### config.mk
export PLATFORM = sky130hd
export DESIGN_NAME = dual_format_control_port
export DESIGN_NICKNAME = d
export VERILOG_FILES = /design/src/verilog/ctl_port_pkg.sv /design/src/verilog/pin_sync_if.sv /design/src/verilog/pin_sync.sv /design/src/verilog/dual_format_control_port.sv
export SDC_FILE = /design/constraint.sdc
export NUM_CORES = 1
export LEC_CHECK = 0
export BUFFER_PORTS_ARGS = -buffer_cell sky130_fd_sc_hd__buf_2
export CAP_MARGIN = 20
export CORE_MARGIN = 4
export CORE_UTILIZATION = 50
export DETAILED_ROUTE_END_ITERATION = 10
export PLACE_DENSITY = 0.67
export SETUP_SLACK_MARGIN = 0.5
export SLEW_MARGIN = 20
export SYNTH_ARGS = -nofsm -noshare
export SYNTH_HDL_FRONTEND = slang
export SYNTH_HIERARCHICAL = 1
export SYNTH_SLANG_ARGS = --single-unit
### constraint.sdc
create_clock -name REF_CLK_I -period 6.5 [get_ports REF_CLK_I]
set_clock_uncertainty 0.1 [all_clocks]
set_input_delay 1.95 -clock REF_CLK_I [delete_from_list [all_inputs] [get_ports REF_CLK_I]]
set_output_delay 1.95 -clock REF_CLK_I [all_outputs]
set_load 0.01 [all_outputs]
### src/verilog/ctl_port_pkg.sv
// constants and types shared by the control port modules
package ctl_port_pkg;
	// serial pin indices inside the synchroniser bundle
	localparam int PIN_CLK = 0;
	localparam int PIN_DAT = 1;
	localparam int PIN_SEL = 2;
	localparam int PIN_COUNT = 3;

	// chip addresses
	localparam logic [5:0] I2C_ADDR_UPPER = 6'h0c;
	localparam logic [6:0] SPI_ADDR = 7'h18;
	localparam logic RW_WRITE = 1'b0;

	// byte and pointer layout
	localparam int BYTE_W = 8;
	localparam int PTR_W = 5;
	localparam int AUTOINC_BIT = 7;
	localparam logic [3:0] BITS_PER_BYTE = 4'h8;
	localparam logic [3:0] SPI_LAST_BIT = 4'h7;
	localparam logic [PTR_W-1:0] PTR_RESET = 5'h00;
	localparam logic AUTOINC_RESET = 1'b0;
	localparam logic [PTR_W-1:0] BANK_A_FIRST = 5'h01;
	localparam logic [PTR_W-1:0] BANK_A_LAST = 5'h08;
	localparam logic [PTR_W-1:0] BANK_B_LAST = 5'h11;
	localparam logic [PTR_W-1:0] PTR_STEP = 5'h01;

	// location of the port enable bit in the settings map
	localparam logic [PTR_W-1:0] PORT_EN_ADDR = 5'h02;
	localparam int PORT_EN_BIT = 1;

	// byte phase within one transfer: chip address, pointer, then data
	localparam logic [1:0] PH_ADDR = 2'h0;
	localparam logic [1:0] PH_PTR = 2'h1;
	localparam logic [1:0] PH_DATA = 2'h2;
	localparam logic [1:0] PH_STEP = 2'h1;
	localparam logic [3:0] BIT_STEP = 4'h1;

	// transfer states
	typedef enum logic [2:0] {
		S_IDLE,
		S_RX,
		S_ACK,
		S_READ,
		S_RACK,
		S_SPI
	} xfer_e;
endpackage

### src/verilog/pin_sync_if.sv
// synchronised serial pin levels and edges passed to the port logic
`timescale 1ns/100ps
interface pin_sync_if #(parameter int WIDTH = 3);
	logic [WIDTH-1:0] lvl;
	logic [WIDTH-1:0] rise;
	logic [WIDTH-1:0] fall;

	modport src (output lvl, output rise, output fall);
	modport dst (input lvl, input rise, input fall);
endinterface

### src/verilog/pin_sync.sv
// two-flop synchroniser with edge detection for the serial pins
`timescale 1ns/100ps
module pin_sync #(
	parameter int WIDTH = 3
) (
	// clock and reset
	input wire logic clk_i,
	input wire logic rst_n_i,
	// raw pins
	input wire logic [WIDTH-1:0] pins_i,
	// synchronised view
	pin_sync_if.src sync
);
	typedef struct packed {
		logic [WIDTH-1:0] s1;
		logic [WIDTH-1:0] s2;
		logic [WIDTH-1:0] s3;
	} sync_s;

	sync_s st;
	sync_s next_st;

	// stage one feeds only stage two; edges come from stages two and three
	always_comb begin
		next_st.s1 = pins_i;
		next_st.s2 = st.s1;
		next_st.s3 = st.s2;
	end

	// idle bus levels are high, so reset to ones to avoid false edges
	always_ff @(posedge clk_i) begin
		if (!rst_n_i) begin
			st <= '1;
		end else begin
			st <= next_st;
		end
	end

	assign sync.lvl = st.s2;
	assign sync.rise = st.s2 & ~st.s3;
	assign sync.fall = ~st.s2 & st.s3;
endmodule

### src/verilog/dual_format_control_port.sv
// control port target: two-wire and write-only three-wire serial access to settings
// Summary of operation
// host sets the port enable bit by a write in either format
// with port enabled the shared pins serve only the control port
// enabling the port halts pin power-up and restores default settings
// host should enable the port before about 1024 frame clocks
// port enable write accepted any time after reset release
// device is only ever a target, never starts a transfer
// falling select edge chooses three-wire format, else two-wire stays
// receiver of each byte acknowledges it on the two-wire bus
// two-wire address is 001100 plus the address pin level
// host keeps the master clock running during two-wire transfers
// write is start, address, pointer, data bytes, then stop
// host waits for device acknowledge between written bytes
// read returns register at pointer right after the address byte
// host acknowledges each read byte and ends with stop
// three-wire pins are inputs, data sampled on rising bit clock
// three-wire format is write only
// three-wire write: select low, address 0011000, write bit, pointer, data
// host holds select low for more bytes, raises it to end
// pointer byte bit 7 enables auto-increment, default off
// auto-increment runs within 01h-08h and 09h-11h, never 08h to 09h
// pointer is five low bits of pointer byte, reset to zero
// without auto-increment the pointer holds across data bytes
// port works with no timing tie to audio sample clocks
// reset held low keeps all port settings at defaults
// serial pins synchronised, edges and start/stop found from samples
// mismatched chip address is neither acknowledged nor acted on
`timescale 1ns/100ps
module dual_format_control_port (
	// clock and reset
	input wire logic REF_CLK_I,
	input wire logic RST_N_I,
	// serial pins: bit clock, data (open drain in two-wire), address or select
	input wire logic CTRL_BIT_CLK_I,
	input wire logic SERIAL_DATA_I,
	output logic SERIAL_DATA_O,
	output logic SERIAL_DATA_OE_N_O,
	input wire logic ADDR_OR_SELECT_I,
	// settings map access
	output logic [ctl_port_pkg::PTR_W-1:0] REG_ADDR_O,
	output logic REG_WR_O,
	output logic [ctl_port_pkg::BYTE_W-1:0] REG_WDATA_O,
	input wire logic [ctl_port_pkg::BYTE_W-1:0] REG_RDATA_I,
	// mode status
	output logic PORT_EN_O,
	output logic LOAD_DEFAULTS_O,
	output logic CFG_PINS_LIVE_O,
	output logic SPI_MODE_O
);
	typedef struct packed {
		ctl_port_pkg::xfer_e fsm;
		logic spi_mode;
		logic port_en;
		logic cfg_pins;
		logic defaults;
		logic [3:0] bits;
		logic [1:0] phase;
		logic rw;
		logic [ctl_port_pkg::BYTE_W-1:0] shreg;
		logic [ctl_port_pkg::PTR_W-1:0] ptr;
		logic autoinc;
		logic sda_o;
		logic sda_oe_n;
		logic wr;
		logic [ctl_port_pkg::PTR_W-1:0] waddr;
		logic [ctl_port_pkg::BYTE_W-1:0] wdata;
	} port_s;

	port_s st;
	port_s next_st;

	// synchronised pins; all control logic runs on the reference clock
	pin_sync_if #(.WIDTH(ctl_port_pkg::PIN_COUNT)) pins ();

	pin_sync #(.WIDTH(ctl_port_pkg::PIN_COUNT)) u_sync (
		.clk_i(REF_CLK_I),
		.rst_n_i(RST_N_I),
		.pins_i({ADDR_OR_SELECT_I, SERIAL_DATA_I, CTRL_BIT_CLK_I}),
		.sync(pins)
	);

	logic clk_lvl;
	logic clk_rise;
	logic clk_fall;
	logic dat_lvl;
	logic dat_rise;
	logic dat_fall;
	logic sel_lvl;
	logic sel_fall;
	logic i2c_start;
	logic i2c_stop;

	// start and stop are data edges while the bit clock is high
	assign clk_lvl = pins.lvl[ctl_port_pkg::PIN_CLK];
	assign clk_rise = pins.rise[ctl_port_pkg::PIN_CLK];
	assign clk_fall = pins.fall[ctl_port_pkg::PIN_CLK];
	assign dat_lvl = pins.lvl[ctl_port_pkg::PIN_DAT];
	assign dat_rise = pins.rise[ctl_port_pkg::PIN_DAT];
	assign dat_fall = pins.fall[ctl_port_pkg::PIN_DAT];
	assign sel_lvl = pins.lvl[ctl_port_pkg::PIN_SEL];
	assign sel_fall = pins.fall[ctl_port_pkg::PIN_SEL];
	assign i2c_start = dat_fall && clk_lvl;
	assign i2c_stop = dat_rise && clk_lvl;

	// next pointer: stays put without auto-increment, stops at bank ends
	function automatic logic [ctl_port_pkg::PTR_W-1:0] step_ptr(
		input logic [ctl_port_pkg::PTR_W-1:0] p,
		input logic inc
	);
		logic [ctl_port_pkg::PTR_W-1:0] r;
		r = p;
		if (inc && p != ctl_port_pkg::BANK_A_LAST && p != ctl_port_pkg::BANK_B_LAST) begin
			r = p + ctl_port_pkg::PTR_STEP;
		end
		return r;
	endfunction

	// transfer engine for both formats; a byte from either ends up in one handler
	always_comb begin
		logic got_byte;
		logic [ctl_port_pkg::BYTE_W-1:0] val;
		logic accept;
		got_byte = 1'b0;
		val = st.shreg;
		accept = 1'b0;
		next_st = st;
		next_st.wr = 1'b0;
		next_st.defaults = 1'b0;

		if (sel_fall) begin
			// a select edge can only come from a three-wire host
			next_st.spi_mode = 1'b1;
			next_st.fsm = ctl_port_pkg::S_SPI;
			next_st.bits = '0;
			next_st.phase = ctl_port_pkg::PH_ADDR;
			next_st.sda_oe_n = 1'b1;
		end else if (st.spi_mode) begin
			// three-wire: every pin is an input, data never driven
			next_st.sda_oe_n = 1'b1;
			if (sel_lvl) begin
				next_st.fsm = ctl_port_pkg::S_IDLE;
			end else if (clk_rise && st.fsm == ctl_port_pkg::S_SPI) begin
				val = {st.shreg[ctl_port_pkg::BYTE_W-2:0], dat_lvl};
				next_st.shreg = val;
				next_st.bits = st.bits + ctl_port_pkg::BIT_STEP;
				if (st.bits == ctl_port_pkg::SPI_LAST_BIT) begin
					got_byte = 1'b1;
					next_st.bits = '0;
				end
			end
		end else if (i2c_start) begin
			next_st.fsm = ctl_port_pkg::S_RX;
			next_st.bits = '0;
			next_st.phase = ctl_port_pkg::PH_ADDR;
			next_st.sda_oe_n = 1'b1;
		end else if (i2c_stop) begin
			next_st.fsm = ctl_port_pkg::S_IDLE;
			next_st.sda_oe_n = 1'b1;
		end else begin
			case (st.fsm)
				ctl_port_pkg::S_RX: begin
					if (clk_rise) begin
						next_st.shreg = {st.shreg[ctl_port_pkg::BYTE_W-2:0], dat_lvl};
						next_st.bits = st.bits + ctl_port_pkg::BIT_STEP;
					end else if (clk_fall && st.bits == ctl_port_pkg::BITS_PER_BYTE) begin
						got_byte = 1'b1;
						next_st.bits = '0;
					end
				end
				ctl_port_pkg::S_ACK: begin
					// ack is held from one falling edge to the next
					if (clk_fall) begin
						next_st.sda_oe_n = 1'b1;
						next_st.fsm = ctl_port_pkg::S_RX;
						next_st.bits = '0;
						if (st.rw != ctl_port_pkg::RW_WRITE && st.phase == ctl_port_pkg::PH_PTR) begin
							// read starts at the current pointer
							next_st.shreg = {REG_RDATA_I[ctl_port_pkg::BYTE_W-2:0], 1'b0};
							next_st.sda_oe_n = REG_RDATA_I[ctl_port_pkg::BYTE_W-1];
							next_st.bits = ctl_port_pkg::BIT_STEP;
							next_st.fsm = ctl_port_pkg::S_READ;
						end
					end
				end
				ctl_port_pkg::S_READ: begin
					// open drain: release for ones, pull low for zeros
					if (clk_fall) begin
						if (st.bits == ctl_port_pkg::BITS_PER_BYTE) begin
							next_st.sda_oe_n = 1'b1;
							next_st.bits = '0;
							next_st.fsm = ctl_port_pkg::S_RACK;
						end else begin
							next_st.sda_oe_n = st.shreg[ctl_port_pkg::BYTE_W-1];
							next_st.shreg = {st.shreg[ctl_port_pkg::BYTE_W-2:0], 1'b0};
							next_st.bits = st.bits + ctl_port_pkg::BIT_STEP;
						end
					end
				end
				ctl_port_pkg::S_RACK: begin
					// pointer moves on the host ack so read data is settled by the fall
					if (clk_rise) begin
						if (dat_lvl) begin
							next_st.fsm = ctl_port_pkg::S_IDLE;
						end else begin
							next_st.ptr = step_ptr(st.ptr, st.autoinc);
							next_st.bits = ctl_port_pkg::BIT_STEP;
						end
					end else if (clk_fall && st.bits == ctl_port_pkg::BIT_STEP) begin
						next_st.shreg = {REG_RDATA_I[ctl_port_pkg::BYTE_W-2:0], 1'b0};
						next_st.sda_oe_n = REG_RDATA_I[ctl_port_pkg::BYTE_W-1];
						next_st.fsm = ctl_port_pkg::S_READ;
					end
				end
				default: begin
					// idle or ignored transfer: stay off the bus until start
					next_st.sda_oe_n = 1'b1;
				end
			endcase
		end

		// one handler for every completed byte of either format
		if (got_byte) begin
			accept = 1'b1;
			if (st.phase == ctl_port_pkg::PH_ADDR) begin
				next_st.rw = val[0];
				if (st.spi_mode) begin
					accept = val[ctl_port_pkg::BYTE_W-1:1] == ctl_port_pkg::SPI_ADDR
						&& val[0] == ctl_port_pkg::RW_WRITE;
				end else begin
					accept = val[ctl_port_pkg::BYTE_W-1:1] == {ctl_port_pkg::I2C_ADDR_UPPER, sel_lvl};
				end
			end else if (st.phase == ctl_port_pkg::PH_PTR) begin
				next_st.ptr = val[ctl_port_pkg::PTR_W-1:0];
				next_st.autoinc = val[ctl_port_pkg::AUTOINC_BIT];
			end else begin
				next_st.wr = 1'b1;
				next_st.waddr = st.ptr;
				next_st.wdata = val;
				next_st.ptr = step_ptr(st.ptr, st.autoinc);
				if (st.ptr == ctl_port_pkg::PORT_EN_ADDR) begin
					// accepted whenever out of reset, any enable while disabled restores defaults
					next_st.port_en = val[ctl_port_pkg::PORT_EN_BIT];
					next_st.cfg_pins = !val[ctl_port_pkg::PORT_EN_BIT];
					next_st.defaults = val[ctl_port_pkg::PORT_EN_BIT] && !st.port_en;
				end
			end
			if (st.phase != ctl_port_pkg::PH_DATA) begin
				next_st.phase = st.phase + ctl_port_pkg::PH_STEP;
			end
			if (!accept) begin
				next_st.fsm = ctl_port_pkg::S_IDLE;
			end else if (!st.spi_mode) begin
				next_st.sda_oe_n = 1'b0;
				next_st.fsm = ctl_port_pkg::S_ACK;
			end
		end
	end

	// synchronous reset puts every setting back to its default
	always_ff @(posedge REF_CLK_I) begin
		if (!RST_N_I) begin
			st <= '0;
			st.fsm <= ctl_port_pkg::S_IDLE;
			st.ptr <= ctl_port_pkg::PTR_RESET;
			st.autoinc <= ctl_port_pkg::AUTOINC_RESET;
			st.sda_oe_n <= 1'b1;
			st.cfg_pins <= 1'b1;
		end else begin
			st <= next_st;
		end
	end

	// all outputs straight from the state register
	assign SERIAL_DATA_O = st.sda_o;
	assign SERIAL_DATA_OE_N_O = st.sda_oe_n;
	assign REG_ADDR_O = st.ptr;
	assign REG_WR_O = st.wr;
	assign REG_WDATA_O = st.wdata;
	assign PORT_EN_O = st.port_en;
	assign LOAD_DEFAULTS_O = st.defaults;
	assign CFG_PINS_LIVE_O = st.cfg_pins;
	assign SPI_MODE_O = st.spi_mode;
endmodule

==> results of run 1 <==
final timing paths:
kind              slack (ns)               from                  to  depth (start not counted)
setup / recovery        2.94            RST_N_I              st[27]                          5
hold / removal          0.32  u_sync/next_st[3]  u_sync/sync.lvl[0]                          1
setup reg to reg        3.39             st[41]      REG_WDATA_O[3]                          5
hold reg to reg         0.32  u_sync/next_st[3]  u_sync/sync.lvl[0]                          1
critical path, delay by kind of cell:
kind	cells	cell delay (ns)
and+or+nand+nor	1	0.11
AOI/OAI and AO/OA	2	0.76
buffers and inverters	2	0.80
per-stage QoR:
stage	total power (uW)	utilization [%]	setup WS [ns]	hold slack, ns	cells
floorplan	367	-	3.53	0.286	393
global placement	388	53.4	2.70	0.296	462
detailed placement	389	53.4	2.65	0.294	462
CTS	568	55.0	2.96	0.316	470
global route	590	55.0	2.74	0.327	470
finish	568	55.0	2.94	0.315	470
layout make-up:
class | instances | area, um^2 | share of cell area [%]
multi-input cells | 284 | 1920 | 58.0
well taps | 75 | 93.8 | 2.83
inverters | 21 | 78.8 | 2.38
clock buffers | 5 | 68.8 | 2.08
clock inverters | 3 | 23.8 | 0.718
flip-flops and latches | 47 | 941 | 28.4
repair buffers | 35 | 185 | 5.59
flip-flops by register name, summed over array words and instances (netlist names):
| name | flops |
|---|---|
| PORT_EN_O | 1 |
| LOAD_DEFAULTS_O | 1 |
| REG_ADDR_O | 5 |
| REG_WR_O | 1 |
| CFG_PINS_LIVE_O | 1 |
| REG_WDATA_O | 8 |
| u_sync/next_st | 3 |
| st | 19 |
| u_sync/sync.lvl | 3 |
| SPI_MODE_O | 1 |
| u_sync/st | 3 |
| SERIAL_DATA_OE_N_O | 1 |
metal layers:
metal  vias to the layer above  global-route usage, %
met5                         -                      0
met4                         0                   5.58
met3                        14                   3.76
met2                       134                   33.6
met1                      1471                   32.6
li1                       1465                      -
layout by cell type, fill, tap and decap left out, types with 4 or more instances in the layout:
cell type                   n
sky130_fd_sc_hd__o21a_1     4
sky130_fd_sc_hd__nor4_1     4
sky130_fd_sc_hd__nor2b_1   13
sky130_fd_sc_hd__buf_4      4
sky130_fd_sc_hd__a21oi_1   28
sky130_fd_sc_hd__o31ai_1    5
sky130_fd_sc_hd__nand4_1    9
sky130_fd_sc_hd__dfxtp_1   47
sky130_fd_sc_hd__and3b_1    4
sky130_fd_sc_hd__o32ai_1    9
sky130_fd_sc_hd__o21ai_1    5
sky130_fd_sc_hd__inv_1     21
sky130_fd_sc_hd__buf_2     31
sky130_fd_sc_hd__mux2i_1    6
sky130_fd_sc_hd__nor4b_1    5
sky130_fd_sc_hd__a31oi_1    7
sky130_fd_sc_hd__a22oi_1    9
sky130_fd_sc_hd__nand2b_1  15
sky130_fd_sc_hd__and2_1     4
sky130_fd_sc_hd__o21ai_0   13
sky130_fd_sc_hd__nor3_1     9
sky130_fd_sc_hd__nand3_1   11
sky130_fd_sc_hd__ha_1       7
sky130_fd_sc_hd__a211oi_1  10
sky130_fd_sc_hd__nand3b_1   4
sky130_fd_sc_hd__nand2_1   16
sky130_fd_sc_hd__and3_1    10
sky130_fd_sc_hd__nor2_1    17
sky130_fd_sc_hd__clkbuf_8   5
power by group:
| part | leakage [uW] | switching [uW] | internal, uW |
|---|---|---|---|
| Sequential | 0.000382 | 12.4 | 295 |
| Clock | 0.0000408 | 108 | 77.1 |
| Combinational | 0.000762 | 47.1 | 29.5 |
==> metrics.txt, run 1 <==
# TYPE chip_impl_metric gauge
chip_impl_metric{name="vias",unit=""} 3084
chip_impl_metric{name="die_y",unit="um"} 87.6
chip_impl_metric{name="cts-htree-levels",unit=""} 2
chip_impl_metric{name="drt.antenna.violating_nets",unit=""} 0
chip_impl_info{name="worstPathCellList",value="buf_2, inv_1, nor2_1, a21oi_1, o32ai_1"} 1
chip_impl_metric{name="clock_input_transition_at_the_sequential_cells_of_the_worst_setup_and_hold_paths",unit="ns"} 0.09
chip_impl_metric{name="final_slew_viol_count",unit=""} 0
chip_impl_metric{name="placed_cell_area",unit="um^2"} 3220
chip_impl_metric{name="grt_usage",unit="%"} 22.1
chip_impl_metric{name="antenna_found_initial",unit=""} 0
chip_impl_metric{name="layout.filler_cells",unit=""} 577
chip_impl_metric{name="max-slew-margin-rel",unit="%"} 41.9
chip_impl_metric{name="io_buffers",unit=""} 31
chip_impl_metric{name="drive_above_1_share",unit="%"} 13.4
chip_impl_metric{name="postCtsResizedCells",unit=""} 0
chip_impl_metric{name="fmaxAchievable",unit="MHz"} 281
chip_impl_metric{name="post_synth_inst_count",unit=""} 393
chip_impl_metric{name="timing.final.crit_share",unit="%"} 54.7
chip_impl_metric{name="finalSetupTns",unit="ns"} 0
chip_impl_info{name="timing.critical_path.to_type",value="register"} 1
chip_impl_metric{name="global_route_wire_length_before_repair",unit="um"} 13800
chip_impl_metric{name="max_stage_delay",unit="ns"} 0.59
chip_impl_metric{name="ctsHoldBuffers",unit=""} 0
chip_impl_metric{name="route.met3.wl",unit="um"} 624
chip_impl_metric{name="clk_path_buf_depth",unit=""} 2
chip_impl_metric{name="antenna_cells_inserted",unit=""} 0
chip_impl_metric{name="grt_remaining_overflow",unit=""} 0
chip_impl_metric{name="grt_start_max_net_pins",unit=""} 29
chip_impl_metric{name="ir_worst_vdd",unit="mV"} 0.133
chip_impl_metric{name="average_vias_per_placed_instance",unit=""} 6.56
chip_impl_info{name="setup_repair_after_global_routing_missed_its_margin",value="false"} 1
chip_impl_metric{name="synth_warnings",unit=""} 6
chip_impl_metric{name="rows",unit=""} 28
chip_impl_metric{name="fin_area",unit="um^2"} 3310
chip_impl_metric{name="timing.critical_path.arrival",unit="ns"} 3.62
chip_impl_metric{name="hold_viol",unit=""} 0
chip_impl_metric{name="detail_route.drc_violations",unit=""} 0
chip_impl_metric{name="area_growth_syn_to_layout",unit="%"} 4.62
chip_impl_info{name="clk_root_buffer_cell",value="sky130_fd_sc_hd__clkbuf_8"} 1
chip_impl_metric{name="numCtsBuffers",unit=""} 5
chip_impl_metric{name="num_io_pins",unit=""} 33
chip_impl_metric{name="drv_cap",unit=""} 0
chip_impl_metric{name="routedLengthMet1",unit="um"} 3810
chip_impl_metric{name="pleak",unit="uW"} 0.00118
chip_impl_info{name="timing.critical_path.slowest_stage_cell",value="sky130_fd_sc_hd__inv_1"} 1
chip_impl_info{name="tritoncts",value="done"} 1
chip_impl_metric{name="post_synth_instance_area",unit="um^2"} 3170
chip_impl_metric{name="post-cts-setup-buffers",unit=""} 0
chip_impl_metric{name="finalSetupViolCount",unit=""} 0
chip_impl_metric{name="clock_sink_count",unit=""} 47
chip_impl_metric{name="detailed_place_hpwl",unit="um"} 5980
chip_impl_metric{name="drt_iter0_drc",unit=""} 253
chip_impl_metric{name="post-route-min-period",unit="ns"} 3.56
chip_impl_metric{name="timing.critical_path.fanout_max",unit=""} 22
chip_impl_metric{name="post_synthesis_net_count",unit=""} 413
chip_impl_metric{name="routabilityCongestion",unit=""} 0.945
chip_impl_info{name="outcome",value="complete, no violations"} 1
chip_impl_metric{name="powerDensity",unit="nW/um^2"} 172
chip_impl_info{name="route.top_layer_used",value="met4"} 1
chip_impl_metric{name="clock_latency_of_the_later_clocked_register_in_the_worst_skew_pair",unit="ns"} 0.31
chip_impl_metric{name="max_slew.worst_pin.slew",unit="ns"} 0.859
chip_impl_metric{name="core_region_area",unit="um^2"} 6030
chip_impl_metric{name="routed_wire_length_per_instance",unit="um"} 17.7
chip_impl_metric{name="die_width",unit="um"} 87.6
chip_impl_metric{name="first_global_vias",unit=""} 2740
chip_impl_metric{name="die_area",unit="um^2"} 7670
chip_impl_metric{name="critical_path_required",unit="ns"} 6.56
chip_impl_metric{name="syn-mean-instance-area",unit="um^2"} 8.05
chip_impl_metric{name="effective_utilization_at_floorplan",unit="%"} 52.5
chip_impl_metric{name="detailedRoute.firstPassIterationCount",unit=""} 6
chip_impl_metric{name="wire_length_reported_by_the_detailed_router",unit="um"} 8310
chip_impl_metric{name="nets",unit=""} 414
chip_impl_metric{name="met2_wirelength",unit="um"} 3750
chip_impl_info{name="timing.setup.critical_path_class",value="input pin to register"} 1
chip_impl_info{name="start_kind",value="input pin"} 1
chip_impl_info{name="hold_class",value="register to register"} 1
Power figures use the tool's default switching activity.
==> inputs of run 2 (changes only) <==
--- a/config.mk
+++ b/config.mk
@@ -5,12 +5,13 @@
 export SDC_FILE = /design/constraint.sdc
 export NUM_CORES = 1
 export LEC_CHECK = 0
+export ABC_AREA = 1
 export BUFFER_PORTS_ARGS = -buffer_cell sky130_fd_sc_hd__buf_2
 export CAP_MARGIN = 20
 export CORE_MARGIN = 4
 export CORE_UTILIZATION = 50
 export DETAILED_ROUTE_END_ITERATION = 10
-export PLACE_DENSITY = 0.67
+export PLACE_DENSITY = 0.68
 export SETUP_SLACK_MARGIN = 0.5
 export SLEW_MARGIN = 20
 export SYNTH_ARGS = -nofsm -noshare
==> constraint.sdc (replaced) <==
create_clock -name REF_CLK_I -period 3.4 [get_ports REF_CLK_I]
set_clock_uncertainty 0.1 [all_clocks]
set_input_delay 1.02 -clock REF_CLK_I [delete_from_list [all_inputs] [get_ports REF_CLK_I]]
set_output_delay 1.02 -clock REF_CLK_I [all_outputs]
set_load 0.01 [all_outputs]
==> run 2 against run 1 <==
Net effect:
- combinational power grew to 2.8 times the previous value
- worst setup slack lost 2.1 ns
- power grew 120%
- synthesized cell count grew 23%
- register-to-register slack lost 2.6 ns
- via count shrank 1.3%
- hold slack lost 0.011 ns
- core utilization grew 0.38 points
- cell count grew 22%
- clock-buffer cell count is the same
- critical endpoint is now PORT_EN_O
- largest cell class unchanged
==> metrics.txt, run 2 <==
# TYPE chip_impl_metric gauge
chip_impl_info{name="final_cell_mix",value="sky130_fd_sc_hd__nand2_1 (120), sky130_fd_sc_hd__inv_1 (62), sky130_fd_sc_hd__nor2_1 (50), sky130_fd_sc_hd__dfxtp_1 (47), sky130_fd_sc_hd__nand3_1 (47)"} 1
chip_impl_metric{name="grt_remaining_overflow",unit=""} 0
chip_impl_metric{name="wire_length_reported_by_the_detailed_router",unit="um"} 7700
chip_impl_metric{name="grt_usage",unit="%"} 21.5
chip_impl_info{name="setup_repair_after_global_routing_missed_its_margin",value="false"} 1
chip_impl_info{name="timing.critical_path.to_type",value="register"} 1
chip_impl_info{name="start_kind",value="register"} 1
chip_impl_metric{name="combPwrFrac",unit="%"} 17.7
chip_impl_metric{name="timing.final.crit_share",unit="%"} 75.7
chip_impl_info{name="hold_class",value="register to register"} 1
chip_impl_metric{name="setup.reg_to_reg.worst_slack",unit="ns"} 0.83
chip_impl_metric{name="drive_above_1_share",unit="%"} 13.2
chip_impl_metric{name="num_io_pins",unit=""} 33
chip_impl_metric{name="clock_sink_count",unit=""} 47
chip_impl_info{name="outcome",value="complete, no violations"} 1
chip_impl_metric{name="critical_path_required",unit="ns"} 3.52
chip_impl_metric{name="max-slew-margin-rel",unit="%"} 63.5
chip_impl_metric{name="clk_path_buf_depth",unit=""} 2
chip_impl_metric{name="drv_cap",unit=""} 0
chip_impl_metric{name="post_synth_inst_count",unit=""} 485
chip_impl_metric{name="fin_ws",unit="ns"} 0.826
chip_impl_metric{name="detailedRoute.firstPassIterationCount",unit=""} 5
chip_impl_metric{name="pleak",unit="uW"} 0.00155
chip_impl_metric{name="die_y",unit="um"} 87.0
chip_impl_metric{name="timing.critical_path.arrival",unit="ns"} 2.70
chip_impl_metric{name="post-place-ws",unit="ns"} 0.833
chip_impl_info{name="timing.setup.critical_path_class",value="register to register"} 1
chip_impl_metric{name="detailed_place_hpwl",unit="um"} 5940
chip_impl_metric{name="ctsHoldBuffers",unit=""} 0
chip_impl_metric{name="layout.filler_cells",unit=""} 615
chip_impl_metric{name="post_synthesis_net_count",unit=""} 505
chip_impl_metric{name="powerDensity",unit="nW/um^2"} 372
chip_impl_metric{name="effective_utilization_at_floorplan",unit="%"} 52.1
chip_impl_metric{name="die_width",unit="um"} 87.0
chip_impl_metric{name="nets",unit=""} 518
chip_impl_info{name="most_flops_register",value="st"} 1
chip_impl_metric{name="final_slew_viol_count",unit=""} 0
chip_impl_info{name="clk_root_buffer_cell",value="sky130_fd_sc_hd__clkbuf_8"} 1
chip_impl_metric{name="drt_iter0_drc",unit=""} 176
chip_impl_metric{name="post_synth_instance_area",unit="um^2"} 3120
chip_impl_metric{name="antenna_cells_inserted",unit=""} 0
chip_impl_metric{name="hold_viol",unit=""} 0
chip_impl_metric{name="synth_warnings",unit=""} 6
chip_impl_metric{name="die_area",unit="um^2"} 7570
chip_impl_metric{name="finalSetupViolCount",unit=""} 0
chip_impl_metric{name="max_slew.worst_pin.slew",unit="ns"} 0.548
chip_impl_metric{name="p_sw_share",unit="%"} 30.2
chip_impl_metric{name="postCtsResizedCells",unit=""} 0
chip_impl_metric{name="total_switching_power",unit="uW"} 372
chip_impl_metric{name="timing.critical_path.fanout_max",unit=""} 26
chip_impl_metric{name="clockPowerShare",unit="%"} 34.6
chip_impl_info{name="final_common_cell",value="sky130_fd_sc_hd__nand2_1"} 1
chip_impl_metric{name="core_region_area",unit="um^2"} 5990
chip_impl_metric{name="vias",unit=""} 3044
chip_impl_info{name="tritoncts",value="done"} 1
chip_impl_metric{name="detail_route.drc_violations",unit=""} 0
chip_impl_metric{name="post-route-min-period",unit="ns"} 2.57
chip_impl_metric{name="clock_input_transition_at_the_sequential_cells_of_the_worst_setup_and_hold_paths",unit="ns"} 0.11
chip_impl_metric{name="average_vias_per_placed_instance",unit=""} 5.30
chip_impl_metric{name="area_growth_syn_to_layout",unit="%"} 6.17
chip_impl_metric{name="routed_wire_length_per_instance",unit="um"} 13.4
chip_impl_metric{name="p_int",unit="uW"} 861
chip_impl_metric{name="numCtsBuffers",unit=""} 5
chip_impl_metric{name="clock_latency_of_the_later_clocked_register_in_the_worst_skew_pair",unit="ns"} 0.31
chip_impl_metric{name="post-cts-setup-buffers",unit=""} 0
chip_impl_metric{name="largest_register_ffs",unit=""} 19
chip_impl_metric{name="finalSetupTns",unit="ns"} 0
chip_impl_metric{name="antenna_found_initial",unit=""} 0
chip_impl_metric{name="fmaxAchievable",unit="MHz"} 389
chip_impl_metric{name="io_buffers",unit=""} 31
chip_impl_metric{name="grt_start_max_net_pins",unit=""} 27
chip_impl_metric{name="syn-mean-instance-area",unit="um^2"} 6.44
chip_impl_metric{name="first_global_vias",unit=""} 2927
chip_impl_metric{name="routabilityCongestion",unit=""} 0.925
chip_impl_metric{name="ir_worst_vdd",unit="mV"} 0.221
chip_impl_metric{name="p_seq_share",unit="%"} 47.7
chip_impl_metric{name="global_route_wire_length_before_repair",unit="um"} 13200
chip_impl_metric{name="cts-htree-levels",unit=""} 2
chip_impl_metric{name="rows",unit=""} 28
chip_impl_metric{name="drt.antenna.violating_nets",unit=""} 0
[run 2: critical path, cell delays in order, from the launching register on]
cell	delay [ns]
sky130_fd_sc_hd__dfxtp_1	0.46
sky130_fd_sc_hd__inv_1	0.10
sky130_fd_sc_hd__nor2_1	0.25
sky130_fd_sc_hd__nand2_1	0.14
sky130_fd_sc_hd__nor2_4	0.44
sky130_fd_sc_hd__nand2_4	0.16
sky130_fd_sc_hd__o21ai_2	0.20
sky130_fd_sc_hd__inv_2	0.10
sky130_fd_sc_hd__nor2_8	0.21
sky130_fd_sc_hd__nand2_1	0.15
sky130_fd_sc_hd__o21ai_1	0.14
sky130_fd_sc_hd__nor2_1	0.05
[run 2: power by group through the flow]
stage	clock network [uW]	logic (uW)	registers (uW)
detailed placement	0	216	601
global placement	0	215	601
finish	427	218	589
global route	461	249	592
floorplan	0	166	596
CTS	436	217	589
[run 2: per-layer routing]
metal	global-route usage [%]	share of wire, %	wire length (um)	vias up
li1	-	-	-	1572
met1	28.0	46	3580	1343
met2	34.6	45	3460	116
met3	5.01	7.0	538	13
met4	8.07	1.6	125	0
met5	0	0	0	-
[run 2: worst paths after layout]
| kind | startpoint | depth (start not counted) | endpoint |
|---|---|---|---|
| worst min register to register | u_sync/next_st[3] | 2 | u_sync/sync.lvl[0] |
| worst max-delay path | u_sync/sync.lvl[0] | 11 | PORT_EN_O |
| worst max register to register | u_sync/sync.lvl[0] | 11 | PORT_EN_O |
| worst min-delay path | u_sync/next_st[3] | 2 | u_sync/sync.lvl[0] |
[run 2: cell type report]
| class | instances | area [um^2] | area share (%) |
|---|---|---|---|
| flip-flops and latches | 47 | 941 | 28.4 |
| clock inverters | 3 | 46.3 | 1.40 |
| multi-input cells | 341 | 1730 | 52.0 |
| repair buffers | 35 | 185 | 5.58 |
| well taps | 75 | 93.8 | 2.83 |
| clock buffers | 5 | 68.8 | 2.08 |
| inverters | 68 | 255 | 7.70 |
[run 2: metrics by stage]
step                      power (uW)  area, um^2  utilization (%)  hold WS (ns)  instances
after CTS                       1240        3320             55.3         0.309        574
final                           1230        3320             55.3         0.304        574
after floorplan                  762        3120                -         0.280        485
after detailed placement         817        3200             53.4         0.287        566
after global routing            1300        3320             55.3         0.324        574
after global placement           816        3200             53.4         0.282        566
==> inputs of run 3 (changes only) <==
==> constraint.sdc (replaced) <==
create_clock -name REF_CLK_I -period 2.6 [get_ports REF_CLK_I]
set_clock_uncertainty 0.1 [all_clocks]
set_input_delay 0.78 -clock REF_CLK_I [delete_from_list [all_inputs] [get_ports REF_CLK_I]]
set_output_delay 0.78 -clock REF_CLK_I [all_outputs]
set_load 0.01 [all_outputs]
==> run 3 against run 2 <==
Net effect:
- worst setup slack lost 0.18 ns
- final area grew 5.6%
- combinational power grew 39%
- first-iteration DRC count shrank 30%
- core utilization grew 3.1 points
- cell count grew 2.3%
- die area is the same
- clock power grew 29%
- sequential share of layout area shrank 1.2 points
- non-clock buffer count grew 13
==> metrics.txt, run 3 (synthesis results as in run 2) <==
# TYPE chip_impl_metric gauge
chip_impl_info{name="outcome",value="complete, no violations"} 1
chip_impl_metric{name="post-route-min-period",unit="ns"} 1.95
chip_impl_metric{name="core_region_area",unit="um^2"} 5990
chip_impl_metric{name="numCtsBuffers",unit=""} 5
chip_impl_metric{name="fmaxAchievable",unit="MHz"} 512
chip_impl_metric{name="drt_iter0_drc",unit=""} 124
chip_impl_info{name="timing.critical_path.to_type",value="register"} 1
chip_impl_metric{name="drive_above_1_share",unit="%"} 20.3
chip_impl_metric{name="finalSetupTns",unit="ns"} 0
chip_impl_metric{name="antenna_cells_inserted",unit=""} 0
chip_impl_metric{name="antenna_found_initial",unit=""} 0
chip_impl_metric{name="final-instance-count-excl-fill",unit=""} 587
chip_impl_metric{name="rows",unit=""} 28
chip_impl_metric{name="global_route_wire_length_before_repair",unit="um"} 13400
chip_impl_metric{name="finalSetupViolCount",unit=""} 0
chip_impl_metric{name="timing.critical_path.fanout_max",unit=""} 5
chip_impl_metric{name="critical_path_required",unit="ns"} 2.73
chip_impl_info{name="final_cell_mix",value="sky130_fd_sc_hd__nand2_1 (116), sky130_fd_sc_hd__inv_1 (57), sky130_fd_sc_hd__nand3_1 (47), sky130_fd_sc_hd__nor2_1 (44), sky130_fd_sc_hd__dfxtp_1 (41)"} 1
chip_impl_info{name="start_kind",value="register"} 1
chip_impl_metric{name="clock_sink_count",unit=""} 47
chip_impl_metric{name="ctsHoldBuffers",unit=""} 0
chip_impl_metric{name="ir_worst_vdd",unit="mV"} 0.244
chip_impl_info{name="setup_repair_after_global_routing_missed_its_margin",value="false"} 1
chip_impl_metric{name="setup.reg_to_reg.worst_slack",unit="ns"} 0.65
chip_impl_info{name="tritoncts",value="done"} 1
chip_impl_metric{name="powerDensity",unit="nW/um^2"} 464
chip_impl_metric{name="clock_latency_of_the_later_clocked_register_in_the_worst_skew_pair",unit="ns"} 0.31
chip_impl_metric{name="vias",unit=""} 3059
chip_impl_info{name="worstReg2RegEnd",value="REG_WDATA_O[1]"} 1
chip_impl_metric{name="drv_cap",unit=""} 0
chip_impl_metric{name="detailedRoute.firstPassIterationCount",unit=""} 4
chip_impl_info{name="worstHoldStart",value="u_sync/next_st[3]"} 1
chip_impl_metric{name="routabilityCongestion",unit=""} 0.998
chip_impl_metric{name="hold_viol",unit=""} 0
chip_impl_metric{name="io_buffers",unit=""} 31
chip_impl_metric{name="average_vias_per_placed_instance",unit=""} 5.21
chip_impl_metric{name="drt.antenna.violating_nets",unit=""} 0
chip_impl_metric{name="grt_start_max_net_pins",unit=""} 24
chip_impl_metric{name="die_width",unit="um"} 87.0
chip_impl_info{name="final_common_cell",value="sky130_fd_sc_hd__nand2_1"} 1
chip_impl_metric{name="timing.final.crit_share",unit="%"} 75.1
chip_impl_metric{name="nets",unit=""} 531
chip_impl_metric{name="die_y",unit="um"} 87.0
chip_impl_info{name="worstHoldEndpoint",value="u_sync/sync.lvl[0]"} 1
chip_impl_info{name="most_flops_register",value="st"} 1
chip_impl_metric{name="placed_cells_incl_taps",unit=""} 573
chip_impl_metric{name="detail_route.drc_violations",unit=""} 0
chip_impl_metric{name="grt_remaining_overflow",unit=""} 0
chip_impl_metric{name="detailed_place_hpwl",unit="um"} 6090
chip_impl_info{name="timing.setup.critical_path_class",value="register to register"} 1
chip_impl_metric{name="largest_register_ffs",unit=""} 19
chip_impl_metric{name="wire_length_reported_by_the_detailed_router",unit="um"} 8000
chip_impl_info{name="hold_class",value="register to register"} 1
chip_impl_metric{name="cts-htree-levels",unit=""} 2
chip_impl_metric{name="timing.critical_path.arrival",unit="ns"} 2.09
chip_impl_metric{name="area_growth_syn_to_layout",unit="%"} 12.1
chip_impl_metric{name="reg2regPathDepth",unit=""} 11
chip_impl_info{name="clk_root_buffer_cell",value="sky130_fd_sc_hd__clkbuf_8"} 1
chip_impl_metric{name="effective_utilization_at_floorplan",unit="%"} 52.1
chip_impl_metric{name="final_slew_viol_count",unit=""} 0
chip_impl_info{name="regToRegStartpoint",value="u_sync/sync.lvl[1]"} 1
chip_impl_metric{name="min_delay_path_depth",unit=""} 2
chip_impl_metric{name="num_io_pins",unit=""} 33
chip_impl_metric{name="totalPowerFinal",unit="uW"} 1620
chip_impl_metric{name="grt_usage",unit="%"} 22.3
chip_impl_metric{name="clock_input_transition_at_the_sequential_cells_of_the_worst_setup_and_hold_paths",unit="ns"} 0.09
chip_impl_metric{name="first_global_vias",unit=""} 2868
chip_impl_metric{name="die_area",unit="um^2"} 7570
chip_impl_metric{name="routed_wire_length_per_instance",unit="um"} 13.6
chip_impl_metric{name="clk_path_buf_depth",unit=""} 2
chip_impl_metric{name="pleak",unit="uW"} 0.00163
==> run 3: per-layer routing <==
metal  up-vias  track usage [%]  part of all wire (%)
met5         -                0                     0
met4         0             7.22                   1.6
met3        14             3.12                   4.5
met2        78             35.7                    46
met1      1360             30.7                    48
li1       1607                -                     -
==> run 3: final cells by class <==
class	count	area (um^2)
clock buffer	5	68.8
clock inverter	3	43.8
fill	607	2490
inverter	68	255
multi-input combinational	341	1780
sequential	47	953
tap	75	93.8
timing repair buffer	48	303
==> run 3: per-stage QoR <==
step | area [um^2] | setup WS (ns) | hold WS (ns) | util [%]
after CTS | 3400 | 0.535 | 0.314 | 56.8
after floorplan | 3120 | 0.782 | 0.280 | -
after detailed placement | 3250 | 0.344 | 0.292 | 54.3
after global placement | 3250 | 0.440 | 0.283 | 54.3
final | 3500 | 0.647 | 0.313 | 58.5
after global routing | 3500 | 0.490 | 0.332 | 58.5
==> run 3: how the worst max path moves through the flow <==
stage | cells after the start | start | end
floorplan | 11 | u_sync/sync.lvl[0] | REG_WDATA_O[3]
detailed placement | 11 | u_sync/sync.lvl[0] | REG_ADDR_O[4]
finish | 11 | u_sync/sync.lvl[1] | REG_WDATA_O[1]
CTS | 14 | u_sync/sync.lvl[0] | SERIAL_DATA_OE_N_O
global route | 10 | u_sync/sync.lvl[1] | st[42]
global placement | 11 | u_sync/sync.lvl[0] | REG_ADDR_O[4]
==> run 3: report_power, final <==
group / total (uW) / internal, uW / leakage, uW / switching, uW
clock: 549 / 287 / 0.0000581 / 263
combinational: 303 / 103 / 0.00119 / 201
sequential: 771 / 744 / 0.000383 / 27.5
==> run 3: what timing repair did <==
action,in CTS,in global routing
setup endpoints to repair,19,29
pin swaps,1,6
cloned,0,0
setup buffers,2,4
resized for setup,4,28
==> run 3: worst max-delay path, cell delays in order (launching register included) <==
cell	delay (ns)
sky130_fd_sc_hd__dfxtp_2	0.40
sky130_fd_sc_hd__nor2_1	0.12
sky130_fd_sc_hd__a21oi_4	0.21
sky130_fd_sc_hd__nand2_1	0.10
sky130_fd_sc_hd__nor2_2	0.16
sky130_fd_sc_hd__nand2_1	0.12
sky130_fd_sc_hd__o21ai_2	0.10
sky130_fd_sc_hd__inv_2	0.11
sky130_fd_sc_hd__nor2_8	0.13
sky130_fd_sc_hd__buf_4	0.15
sky130_fd_sc_hd__nor2_1	0.04
sky130_fd_sc_hd__a211oi_1	0.15
